$ cat src/core/sleep_wake_pkg.sv
// constants for the sleep/wake supervisor: register map, fields, reset values, timing
// assumes a 250 MHz system clock and a single register port with one-cycle read latency
// Functional notes
// - leave running for quiescent on software or USB sleep request.
// - wake stimuli act only in the quiescent state.
// - wake stimulus seen while going to sleep is held and acted on at arrival.
// - wake on pin edge of chosen polarity, counter alarm, or USB resume if enabled.
// - counter adds one per main clock tick while running.
// - counter may switch to the slow oscillator while quiescent.
// - each slow tick adds a programmable increment to the counter.
// - supply loss during either transition issues a system reset.
// - hold chip in reset at power-up until all supplies good.
// - supply drop holds reset until restored, then cold start.
// - watchdog is 16-bit, 1 ms resolution, timeout 1 ms to about 65 s.
// - watchdog not refreshed before expiry resets the chip.
// - readable flag tells whether last reset came from the watchdog.
// - watchdog counts only while running, independent of the counter.
// - 128 bytes of memory retained through the quiescent state.
package sleep_wake_pkg;
	localparam int          ADDR_W          = 8;
	localparam int          DATA_W          = 32;
	localparam int          RETAIN_BYTES    = 128;
	localparam int          RETAIN_WORDS    = RETAIN_BYTES / 4;
	localparam int          CLK_HZ          = 250_000_000;
	localparam int          WDOG_TICK_MS    = 1;
	localparam int          WDOG_TICK_CYC   = CLK_HZ / 1000 * WDOG_TICK_MS;
	localparam int          STEP_CYC        = 4;

	localparam logic [7:0]  OFS_CTRL        = 8'h00;
	localparam logic [7:0]  OFS_STATUS      = 8'h04;
	localparam logic [7:0]  OFS_WAKE_CFG    = 8'h08;
	localparam logic [7:0]  OFS_ALARM_LO    = 8'h0c;
	localparam logic [7:0]  OFS_ALARM_HI    = 8'h10;
	localparam logic [7:0]  OFS_INCR        = 8'h14;
	localparam logic [7:0]  OFS_RTC_LO      = 8'h18;
	localparam logic [7:0]  OFS_RTC_HI      = 8'h1c;
	localparam logic [7:0]  OFS_WDOG        = 8'h20;
	localparam logic [7:0]  OFS_IRQ_STAT    = 8'h24;
	localparam logic [7:0]  OFS_IRQ_MASK    = 8'h28;
	localparam logic [7:0]  OFS_SLEEP_CFG   = 8'h2c;
	localparam logic [7:0]  OFS_RETAIN      = 8'h80;

	// ctrl bits
	localparam int          CTRL_SLEEP      = 0;
	localparam int          CTRL_WD_KICK    = 1;
	// wake cfg bits
	localparam int          WK_PIN_EN       = 0;
	localparam int          WK_PIN_POL      = 1;
	localparam int          WK_ALARM_EN     = 2;
	localparam int          WK_USB_EN       = 3;
	localparam int          WK_SLOW_OSC     = 4;
	// interrupt status bits
	localparam int          IRQ_WAKE        = 0;
	localparam int          IRQ_SLEEP       = 1;
	localparam int          IRQ_ALARM       = 2;
	localparam int          IRQ_W           = 3;

	localparam logic [31:0] INCR_RST        = 32'h0000_0001;
	localparam logic [15:0] WDOG_RST        = 16'h0000;
	localparam logic [5:0]  SLEEP_CFG_RST   = 6'h00;

	typedef enum logic [2:0] {
		ST_POWER_UP,
		ST_AWAKE,
		ST_GO_SLEEP1,
		ST_GO_SLEEP2,
		ST_ASLEEP,
		ST_GO_WAKE1,
		ST_GO_WAKE2
	} pwr_state_t;
endpackage

$ cat src/core/sleep_wake_supervisor.sv
// power-mode controller, real-time counter, watchdog and retained memory
// assumes pins, supply flags and the slow tick arrive asynchronously; usb requests are on clk
//
// The implementer's own choices: the register addresses and strobed register access.
`timescale 1ns/1ps
module sleep_wake_supervisor (
	input  wire logic                           clk,
	input  wire logic                           rst_b,
	input  wire logic [sleep_wake_pkg::ADDR_W-1:0] addr,
	input  wire logic [sleep_wake_pkg::DATA_W-1:0] wdata,
	input  wire logic                           wr,
	input  wire logic                           rd,
	output logic      [sleep_wake_pkg::DATA_W-1:0] rdata,
	input  wire logic                           usb_standby_req,
	input  wire logic                           usb_resume,
	input  wire logic                           wake_pin,
	input  wire logic                           slow_osc,
	input  wire logic [2:0]                     supply_good,
	output logic                                chip_reset_b,
	output logic                                awake,
	output logic [5:0]                          sleep_ctrl,
	output logic                                irq
);
	import sleep_wake_pkg::*;

	logic [4:0]        async_s;
	logic              pin_s;
	logic              slow_s;
	logic              slow_d_r;
	logic              pin_d_r;
	logic              all_good;
	pwr_state_t        st_r;
	pwr_state_t        st_nxt;
	logic [2:0]        step_r;
	logic [4:0]        wake_cfg_r;
	logic [4:0]        wake_cfg_live_r;
	logic [63:0]       alarm_r;
	logic [63:0]       alarm_live_r;
	logic [31:0]       incr_r;
	logic [31:0]       incr_live_r;
	logic [63:0]       rtc_r;
	logic [15:0]       wd_load_r;
	logic [15:0]       wd_cnt_r;
	logic [17:0]       wd_pre_r;
	logic              wd_fire;
	logic              wd_cause_r;
	logic              wake_pend_r;
	logic              wake_stim;
	logic              sleep_req;
	logic              trans_fault;
	logic [IRQ_W-1:0]  irq_stat_r;
	logic [IRQ_W-1:0]  irq_mask_r;
	logic [IRQ_W-1:0]  irq_set;
	logic [31:0]       retain_r [RETAIN_WORDS];
	logic              in_trans;

	function automatic logic hit(input logic [ADDR_W-1:0] a, input logic [7:0] ofs);
		hit = (a == ofs);
	endfunction

	sync2 #(.W(5)) u_sync (
		.clk   (clk),
		.rst_b (rst_b),
		.d     ({wake_pin, slow_osc, supply_good}),
		.q     (async_s)
	);
	assign pin_s    = async_s[4];
	assign slow_s   = async_s[3];
	assign all_good = &async_s[2:0];
	assign in_trans = (st_r == ST_GO_SLEEP1) || (st_r == ST_GO_SLEEP2) ||
	                  (st_r == ST_GO_WAKE1) || (st_r == ST_GO_WAKE2);

	// requests are honoured only in awake; elsewhere they are dropped
	assign sleep_req = (wr && hit(addr, OFS_CTRL) && wdata[CTRL_SLEEP]) || usb_standby_req;

	// pin edge in programmed direction, counter at or past alarm, usb resume
	assign wake_stim = (wake_cfg_live_r[WK_PIN_EN] &&
	                    (wake_cfg_live_r[WK_PIN_POL] ? (pin_s && !pin_d_r) : (!pin_s && pin_d_r))) ||
	                   (wake_cfg_live_r[WK_ALARM_EN] && (rtc_r >= alarm_live_r)) ||
	                   (wake_cfg_live_r[WK_USB_EN] && usb_resume);

	assign trans_fault = in_trans && !all_good;

	always_ff @(posedge clk or negedge rst_b)
	begin
		if (!rst_b)
		begin
			pin_d_r  <= 1'b0;
			slow_d_r <= 1'b0;
		end
		else
		begin
			pin_d_r  <= pin_s;
			slow_d_r <= slow_s;
		end
	end

	always_comb
	begin
		st_nxt = st_r;
		case (st_r)
			ST_POWER_UP:  if (all_good) st_nxt = ST_AWAKE;
			ST_AWAKE:     if (sleep_req) st_nxt = ST_GO_SLEEP1;
			ST_GO_SLEEP1: if (step_r == 3'(STEP_CYC - 1)) st_nxt = ST_GO_SLEEP2;
			ST_GO_SLEEP2: if (step_r == 3'(STEP_CYC - 1)) st_nxt = ST_ASLEEP;
			ST_ASLEEP:    if (wake_pend_r || wake_stim) st_nxt = ST_GO_WAKE1;
			ST_GO_WAKE1:  if (step_r == 3'(STEP_CYC - 1)) st_nxt = ST_GO_WAKE2;
			ST_GO_WAKE2:  if (step_r == 3'(STEP_CYC - 1)) st_nxt = ST_AWAKE;
			default:      st_nxt = ST_POWER_UP;
		endcase
		// any supply loss, fault in transition or watchdog forces a cold start
		if (!all_good || trans_fault || wd_fire)
			st_nxt = ST_POWER_UP;
	end

	always_ff @(posedge clk or negedge rst_b)
	begin
		if (!rst_b)
		begin
			st_r   <= ST_POWER_UP;
			step_r <= 3'h0;
		end
		else
		begin
			st_r   <= st_nxt;
			step_r <= (st_nxt != st_r) ? 3'h0 : step_r + 3'h1;
		end
	end

	// held stimulus during the sleep descent, consumed on arrival
	always_ff @(posedge clk or negedge rst_b)
	begin
		if (!rst_b)
			wake_pend_r <= 1'b0;
		else if (st_r == ST_GO_SLEEP1 || st_r == ST_GO_SLEEP2)
			wake_pend_r <= wake_pend_r | wake_stim;
		else
			wake_pend_r <= 1'b0;
	end

	// shadow copies load on every awake cycle and hold outside awake, so writes made outside awake wait for the next awake
	always_ff @(posedge clk or negedge rst_b)
	begin
		if (!rst_b)
		begin
			wake_cfg_live_r <= 5'h00;
			alarm_live_r    <= 64'hffff_ffff_ffff_ffff;
			incr_live_r     <= INCR_RST;
		end
		else if (st_r == ST_AWAKE)
		begin
			wake_cfg_live_r <= wake_cfg_r;
			alarm_live_r    <= alarm_r;
			incr_live_r     <= incr_r;
		end
	end

	always_ff @(posedge clk or negedge rst_b)
	begin
		if (!rst_b)
			rtc_r <= 64'h0;
		else if (st_r == ST_ASLEEP && wake_cfg_live_r[WK_SLOW_OSC])
		begin
			if (slow_s && !slow_d_r)
				rtc_r <= rtc_r + {32'h0, incr_live_r};
		end
		else
			rtc_r <= rtc_r + 64'h1;
	end

	// watchdog: zero load disables; prescaler gives 1 ms ticks
	assign wd_fire = (st_r == ST_AWAKE) && (wd_load_r != 16'h0) && (wd_cnt_r == 16'h0) &&
	                 (wd_pre_r == 18'(WDOG_TICK_CYC - 1));

	always_ff @(posedge clk or negedge rst_b)
	begin
		if (!rst_b)
		begin
			wd_cnt_r <= WDOG_RST;
			wd_pre_r <= 18'h0;
		end
		else if (st_r != ST_AWAKE || (wr && hit(addr, OFS_CTRL) && wdata[CTRL_WD_KICK]) ||
		         (wr && hit(addr, OFS_WDOG)))
		begin
			wd_cnt_r <= (wr && hit(addr, OFS_WDOG)) ? wdata[15:0] - 16'h1 : wd_load_r - 16'h1;
			wd_pre_r <= 18'h0;
		end
		else if (wd_pre_r == 18'(WDOG_TICK_CYC - 1))
		begin
			wd_pre_r <= 18'h0;
			wd_cnt_r <= wd_cnt_r - 16'h1;
		end
		else
			wd_pre_r <= wd_pre_r + 18'h1;
	end

	always_ff @(posedge clk or negedge rst_b)
	begin
		if (!rst_b)
			wd_cause_r <= 1'b0;
		else if (wd_fire)
			wd_cause_r <= 1'b1;
		else if (st_r == ST_POWER_UP && !all_good)
			wd_cause_r <= 1'b0;
	end

	always_ff @(posedge clk or negedge rst_b)
	begin
		if (!rst_b)
		begin
			wake_cfg_r <= 5'h00;
			alarm_r    <= 64'hffff_ffff_ffff_ffff;
			incr_r     <= INCR_RST;
			wd_load_r  <= WDOG_RST;
			irq_mask_r <= '0;
			sleep_ctrl <= SLEEP_CFG_RST;
		end
		else if (wr)
		begin
			if (hit(addr, OFS_WAKE_CFG))  wake_cfg_r     <= wdata[4:0];
			if (hit(addr, OFS_ALARM_LO))  alarm_r[31:0]  <= wdata;
			if (hit(addr, OFS_ALARM_HI))  alarm_r[63:32] <= wdata;
			if (hit(addr, OFS_INCR))      incr_r         <= wdata;
			if (hit(addr, OFS_WDOG))      wd_load_r      <= wdata[15:0];
			if (hit(addr, OFS_IRQ_MASK))  irq_mask_r     <= wdata[IRQ_W-1:0];
			if (hit(addr, OFS_SLEEP_CFG)) sleep_ctrl     <= wdata[5:0];
		end
	end

	// retained words survive asleep; not even the async reset clears them
	always_ff @(posedge clk)
	begin
		if (wr && addr[7] && (st_r == ST_AWAKE))
			retain_r[addr[6:2]] <= wdata;
	end

	assign irq_set[IRQ_WAKE]  = (st_r == ST_GO_WAKE2) && (st_nxt == ST_AWAKE);
	assign irq_set[IRQ_SLEEP] = (st_r == ST_GO_SLEEP2) && (st_nxt == ST_ASLEEP);
	assign irq_set[IRQ_ALARM] = (rtc_r == alarm_live_r);

	// set wins over the read clear
	always_ff @(posedge clk or negedge rst_b)
	begin
		if (!rst_b)
			irq_stat_r <= '0;
		else if (rd && hit(addr, OFS_IRQ_STAT))
			irq_stat_r <= irq_set;
		else
			irq_stat_r <= irq_stat_r | irq_set;
	end

	always_ff @(posedge clk or negedge rst_b)
	begin
		if (!rst_b)
			irq <= 1'b0;
		else
			irq <= |(((rd && hit(addr, OFS_IRQ_STAT)) ? irq_set : (irq_stat_r | irq_set)) & irq_mask_r);
	end

	always_ff @(posedge clk or negedge rst_b)
	begin
		if (!rst_b)
		begin
			chip_reset_b <= 1'b0;
			awake        <= 1'b0;
		end
		else
		begin
			chip_reset_b <= (st_nxt != ST_POWER_UP);
			awake        <= (st_nxt == ST_AWAKE);
		end
	end

	always_ff @(posedge clk or negedge rst_b)
	begin
		if (!rst_b)
			rdata <= '0;
		else if (rd)
		begin
			rdata <= '0;
			if (addr[7])                  rdata <= retain_r[addr[6:2]];
			if (hit(addr, OFS_STATUS))    rdata <= {27'h0, wd_cause_r, wake_pend_r, st_r};
			if (hit(addr, OFS_WAKE_CFG))  rdata <= {27'h0, wake_cfg_r};
			if (hit(addr, OFS_ALARM_LO))  rdata <= alarm_r[31:0];
			if (hit(addr, OFS_ALARM_HI))  rdata <= alarm_r[63:32];
			if (hit(addr, OFS_INCR))      rdata <= incr_r;
			if (hit(addr, OFS_RTC_LO))    rdata <= rtc_r[31:0];
			if (hit(addr, OFS_RTC_HI))    rdata <= rtc_r[63:32];
			if (hit(addr, OFS_WDOG))      rdata <= {16'h0, wd_load_r};
			if (hit(addr, OFS_IRQ_STAT))  rdata <= {29'h0, irq_stat_r};
			if (hit(addr, OFS_IRQ_MASK))  rdata <= {29'h0, irq_mask_r};
			if (hit(addr, OFS_SLEEP_CFG)) rdata <= {26'h0, sleep_ctrl};
		end
		else
			rdata <= '0;
	end

	sleep_entry_a: assert property (@(posedge clk) disable iff (!rst_b)
		(st_r == ST_AWAKE && sleep_req && all_good && !wd_fire) |=> st_r == ST_GO_SLEEP1)
		else $error("sleep request not taken");
	wake_only_asleep_a: assert property (@(posedge clk) disable iff (!rst_b)
		(st_r == ST_AWAKE) |=> (st_r != ST_GO_WAKE1))
		else $error("wake left from a non-sleep state");
	held_wake_a: assert property (@(posedge clk) disable iff (!rst_b)
		(st_r == ST_ASLEEP && wake_pend_r && all_good) |=> st_r == ST_GO_WAKE1)
		else $error("held wake stimulus lost");
	rtc_awake_a: assert property (@(posedge clk) disable iff (!rst_b)
		(st_r == ST_AWAKE) |=> rtc_r == $past(rtc_r) + 64'h1)
		else $error("counter did not tick");
	// supplies may come back at once, so only the first cycle is checked
	trans_fault_a: assert property (@(posedge clk) disable iff (!rst_b)
		trans_fault |=> (st_r == ST_POWER_UP && !chip_reset_b))
		else $error("transition fault without reset");
	powerup_hold_a: assert property (@(posedge clk) disable iff (!rst_b)
		(!all_good) |=> !chip_reset_b)
		else $error("reset released with bad supply");
	supply_loss_a: assert property (@(posedge clk) disable iff (!rst_b)
		(!all_good) |=> st_r == ST_POWER_UP)
		else $error("supply loss did not force power up");
	transition_len_a: assert property (@(posedge clk) disable iff (!rst_b)
		($rose(st_r == ST_GO_SLEEP1) && all_good) |=> (st_r == ST_GO_SLEEP1 || st_r == ST_POWER_UP) [*3])
		else $error("transition stage too short");
	sleep_path_a: assert property (@(posedge clk) disable iff (!rst_b)
		(st_r == ST_GO_SLEEP2 && all_good) |=> (st_r == ST_GO_SLEEP2 || st_r == ST_ASLEEP))
		else $error("descent left its fixed order");
	wake_path_a: assert property (@(posedge clk) disable iff (!rst_b)
		(st_r == ST_GO_WAKE1 && all_good) |=> (st_r == ST_GO_WAKE1 || st_r == ST_GO_WAKE2))
		else $error("ascent left its fixed order");
	usb_wake_a: assert property (@(posedge clk) disable iff (!rst_b)
		(st_r == ST_ASLEEP && wake_cfg_live_r[WK_USB_EN] && usb_resume && all_good) |=> st_r == ST_GO_WAKE1)
		else $error("usb resume did not wake");
	slow_hold_a: assert property (@(posedge clk) disable iff (!rst_b)
		(st_r == ST_ASLEEP && wake_cfg_live_r[WK_SLOW_OSC] && !(slow_s && !slow_d_r)) |=> $stable(rtc_r))
		else $error("counter moved between slow ticks");
	slow_step_a: assert property (@(posedge clk) disable iff (!rst_b)
		(st_r == ST_ASLEEP && wake_cfg_live_r[WK_SLOW_OSC] && slow_s && !slow_d_r) |=>
		rtc_r == $past(rtc_r) + {32'h0, $past(incr_live_r)})
		else $error("slow tick added wrong increment");
	wd_reset_a: assert property (@(posedge clk) disable iff (!rst_b)
		wd_fire |=> wd_cause_r && st_r == ST_POWER_UP)
		else $error("watchdog fire without cause");
	wd_asleep_a: assert property (@(posedge clk) disable iff (!rst_b)
		(st_r == ST_ASLEEP) |-> wd_pre_r == 18'h0)
		else $error("watchdog counted while asleep");
	wd_frozen_a: assert property (@(posedge clk) disable iff (!rst_b)
		(st_r != ST_AWAKE) |=> wd_pre_r == 18'h0)
		else $error("watchdog prescaler ran outside awake");
endmodule

$ cat src/core/sync2.sv
// two-flop synchroniser for a bundle of asynchronous levels
// assumes the inputs are quasi-static against clk
`timescale 1ns/1ps
module sync2 #(
	parameter int W = 1
) (
	input  wire logic         clk,
	input  wire logic         rst_b,
	input  wire logic [W-1:0] d,
	output logic      [W-1:0] q
);
	logic [W-1:0] meta_r;

	// meta_r feeds only q
	always_ff @(posedge clk or negedge rst_b)
	begin
		if (!rst_b)
		begin
			meta_r <= '0;
			q      <= '0;
		end
		else
		begin
			meta_r <= d;
			q      <= meta_r;
		end
	end
endmodule

$ cat config.mk
export PLATFORM = sky130hd
export DESIGN_NAME = sleep_wake_supervisor
export DESIGN_NICKNAME = d
export VERILOG_FILES = /design/src/core/sleep_wake_pkg.sv /design/src/core/sleep_wake_supervisor.sv /design/src/core/sync2.sv
export SDC_FILE = /design/constraint.sdc
export NUM_CORES = 2
export LEC_CHECK = 0
export CORE_MARGIN = 2
export CORE_UTILIZATION = 64
export DETAILED_ROUTE_END_ITERATION = 6
export DONT_BUFFER_PORTS = 1
export HOLD_SLACK_MARGIN = 0.08
export PLACE_DENSITY = 0.78
export SYNTH_ARGS = -nofsm -noshare
export SYNTH_HDL_FRONTEND = slang
export SYNTH_SLANG_ARGS = --single-unit
$ cat constraint.sdc
create_clock -name clk -period 4.8 [get_ports clk]
set_input_delay 0.96 -clock clk [delete_from_list [all_inputs] [get_ports clk]]
set_output_delay 0.96 -clock clk [all_outputs]
set_load 0.02 [all_outputs]
==> run metrics <==
CTS Sinks 1,407; Post-Synth Adder-Cell Area 2.17%; RSZ-0062 raised after global routing false; grt ovf 0; Remaining DRCs 4; Synth Area in XOR/XNOR 1.10%; post-synthesis instance total 3,728; Num CTS Buffers 140; Critical Path Fanout Max 19; flop2flop setup slack 640 ps; Tot GR Track Use 35.1%; pin count of the biggest net entering global routing 384; relative slew slack 0.548%; Final Hold Viols 41; initial core utilization 64.6%; Yosys Warn Count 0; Max Cap Viol 0; slowest stage cell, crit path dfrtp_1; simple-gate share of the synthesized area 6.60%; top-area cell type share of the netlist area 52.0%; P_sw 0.00536 W; FFs w/ async S/R, synth 27.2%; commonest register cell after synthesis edfxtp_1; Layout area overhead 10.5%; Largest stage delay, worst path 710 ps; mux contribution to synthesized area 12.5%; Switching Share 21.4%; critical path arrival 4830 ps; Comb power frac 3.6%; Ports 92; initial antenna violation count 5; CTS max path bufs 3; die width 308 µm; Tmin final 4160 ps; outcome complete, but fails checks; Post-CTS Resized 0; Buf/Inv on CP 2; Internal Power 0.0197 W; Fmax achieved 0.240 GHz; Post-CTS Repair Setup Buffers 0; Synth Cell Area 59,100 µm²; routed vias 35,788; worst reg2reg path depth 14; Die H 308 µm; Routed Antenna Nets 0; First DRT Iteration DRCs 5,931; Setup TNS 0 ps; register area share after synthesis 68.5%; Synth area leaders edfxtp_1 52%, dfrtp_1 11%, mux4_2 9.6%, dfstp_2 5.8%, mux2_2 2.4%; HP Class in -> async; most common cell after layout, fill and taps aside edfxtp_1; CP Class reg -> reg; Core Rows 111; Worst-path clk slew 60 ps; leakage 23.3 nW; maximum vdd ir drop 0.340 mV; actual slew at the worst max-slew pin 1490 ps; fill cell count 5,466; Seq pwr share 53.4%; number of port buffers 0; vias in the first global route 35,360; WL final 163,000 µm; Final nets 3,912; GPL Wtd Cong 0.939; PD cells 383 nW/µm²; CTS tree done; Worst Path Required 5470 ps; most frequent cells in the layout 1,024 x edfxtp_1, 323 x nand2_1, 253 x dfrtp_1, 251 x mux4_2, 145 x clkbuf_16; Final Power 0.0250 W; area of the core 91,500 µm²; H-tree levels 4; share of cells above drive strength 1 22.4%; RR Startpoint st_r[1]; first-pass GRT wire length 240,000 µm; number of vias per cell 7.08; area of the die 94,800 µm²; Yosys reg bits 1,407; Synth Net Count 3,880; DR pass1 iterations 7; failing checks design-rule violations, negative hold slack; FF-to-FF End rtc_r[34]; Critical Path Sink Type flip-flop; type of origin of the critical path flip-flop; CP Cell Sequence nand4bb_1 -> or2_2 -> ha_1 -> inv_1 -> fa_1 -> nor2b_1 -> o31a_1 -> o211ai_1 -> a2111o_1 -> a311oi_1 -> o21ai_1 -> buf_4 -> nor3b_1 -> xor2_1; CP top delay family compound AO/OA/AOI/OAI gates; CTS root buf clkbuf_16; Post-synth EDFFs 1,024; synth unique cells 81; Compound-Gate Fraction of Synth Area 7.13%; Avg Cell Area, Syn 15.9 µm²; Post-DP HPWL 91,700 µm; Final Hold Slack -57.0 ps; final slew viol count 0; worst skew pair latency 770 ps; Synth area leader edfxtp_1; Worst path depth 14; final setup fails 0; largest family of logic cells by synthesized area multiplexers; fin crit share 86.7%; Clock Skew 31.8 ps; Clock power frac 42.9%; routed len/inst 32.2 µm
==> power by group through the flow <==
stage | clock network [W] | logic [W] | registers, W
3_5_place_dp | 0 | 0.000868 | 0.0136
6_report | 0.0108 | 0.000910 | 0.0134
4_1_cts | 0.0109 | 0.000884 | 0.0134
3_3_place_gp | 0 | 0.000848 | 0.0136
5_1_grt | 0.0113 | 0.000957 | 0.0134
2_1_floorplan | 0 | 0.000725 | 0.0136
==> flip-flops by register name (all words and copies together), names as in the netlist, 6 cells and up <==
signal        cells
alarm_r          64
wd_pre_r         18
wd_cnt_r         16
retain_r       1024
wd_load_r        16
incr_live_r      32
sleep_ctrl        6
incr_r           32
rtc_r            64
alarm_live_r     64
rdata            32
==> through the flow <==
stage,hold WS [ps],setup slack [ps],std cells,cell area (µm²),utilization [%]
floorplan,331,380,3728,59100,-
global placement,336,719,4804,60900,66.5
detailed placement,342,616,4804,60900,66.5
CTS,-100,653,5055,65300,71.4
global route,-87.3,375,5055,65300,71.4
finish,-57.0,638,5057,65300,71.4
==> cells by family after synthesis <==
| logic type | after synthesis |
|---|---|
| DFF | 1407 |
| and+or+nand+nor | 820 |
| AOI/OAI and AO/OA | 622 |
| muxes | 406 |
| buffers and inverters | 297 |
| adders and majority gates | 102 |
| xor gates and xnor gates | 74 |
==> area by class of cell <==
| class | count | area [µm²] | area share [%] |
|---|---|---|---|
| diodes | 2 | 5.00 | 0.00766 |
| clock buffers | 186 | 3860 | 5.91 |
| clock inverters | 65 | 573 | 0.877 |
| inverters | 94 | 353 | 0.540 |
| multi-input cells | 2024 | 17700 | 27.1 |
| flip-flops and latches | 1407 | 40500 | 62.0 |
| well taps | 1186 | 1480 | 2.27 |
| repair buffers | 93 | 823 | 1.26 |
==> Yosys cell counts, types with 9 or more instances <==
cell type and instances:
nand4_1 53, ha_1 100, edfxtp_1 1024, a211oi_1 9
or3_1 12, o211ai_1 12, o21ai_0 144, a22oi_1 137
xor2_1 36, nand3b_1 9, nor3_1 44, a31oi_1 23
a21oi_1 112, mux2_2 126, nor4_1 15, a21o_1 30
xnor2_1 38, buf_1 39, a222oi_1 29, dfstp_2 130
mux4_2 251, o21a_1 12, dfrtp_1 253, nor2_1 163
nor3b_1 9, nand2b_1 23, clkbuf_1 126, nand2_1 323
and2_1 12, nand3_1 60, buf_2 32, inv_1 94
a221oi_1 26, o31ai_1 12, and3_1 50, mux2i_1 29
==> worst max-delay path by stage <==
stage | from | end
finish | st_r[1] | rtc_r[34]
global route | st_r[1] | rtc_r[40]
CTS | st_r[1] | rtc_r[34]
global placement | addr[2] | wd_cnt_r[10]
detailed placement | addr[1] | wd_cnt_r[10]
floorplan | addr[3] | retain_r[11][0]
==> per-layer routing <==
metal	vias to the layer above	global-route usage, %	wire [µm]
li1	14672	-	-
met1	18075	48.5	59500
met2	2535	53.8	76100
met3	502	8.40	19100
met4	4	16.0	8340
met5	-	0	24
Power figures use the tool's default switching activity.
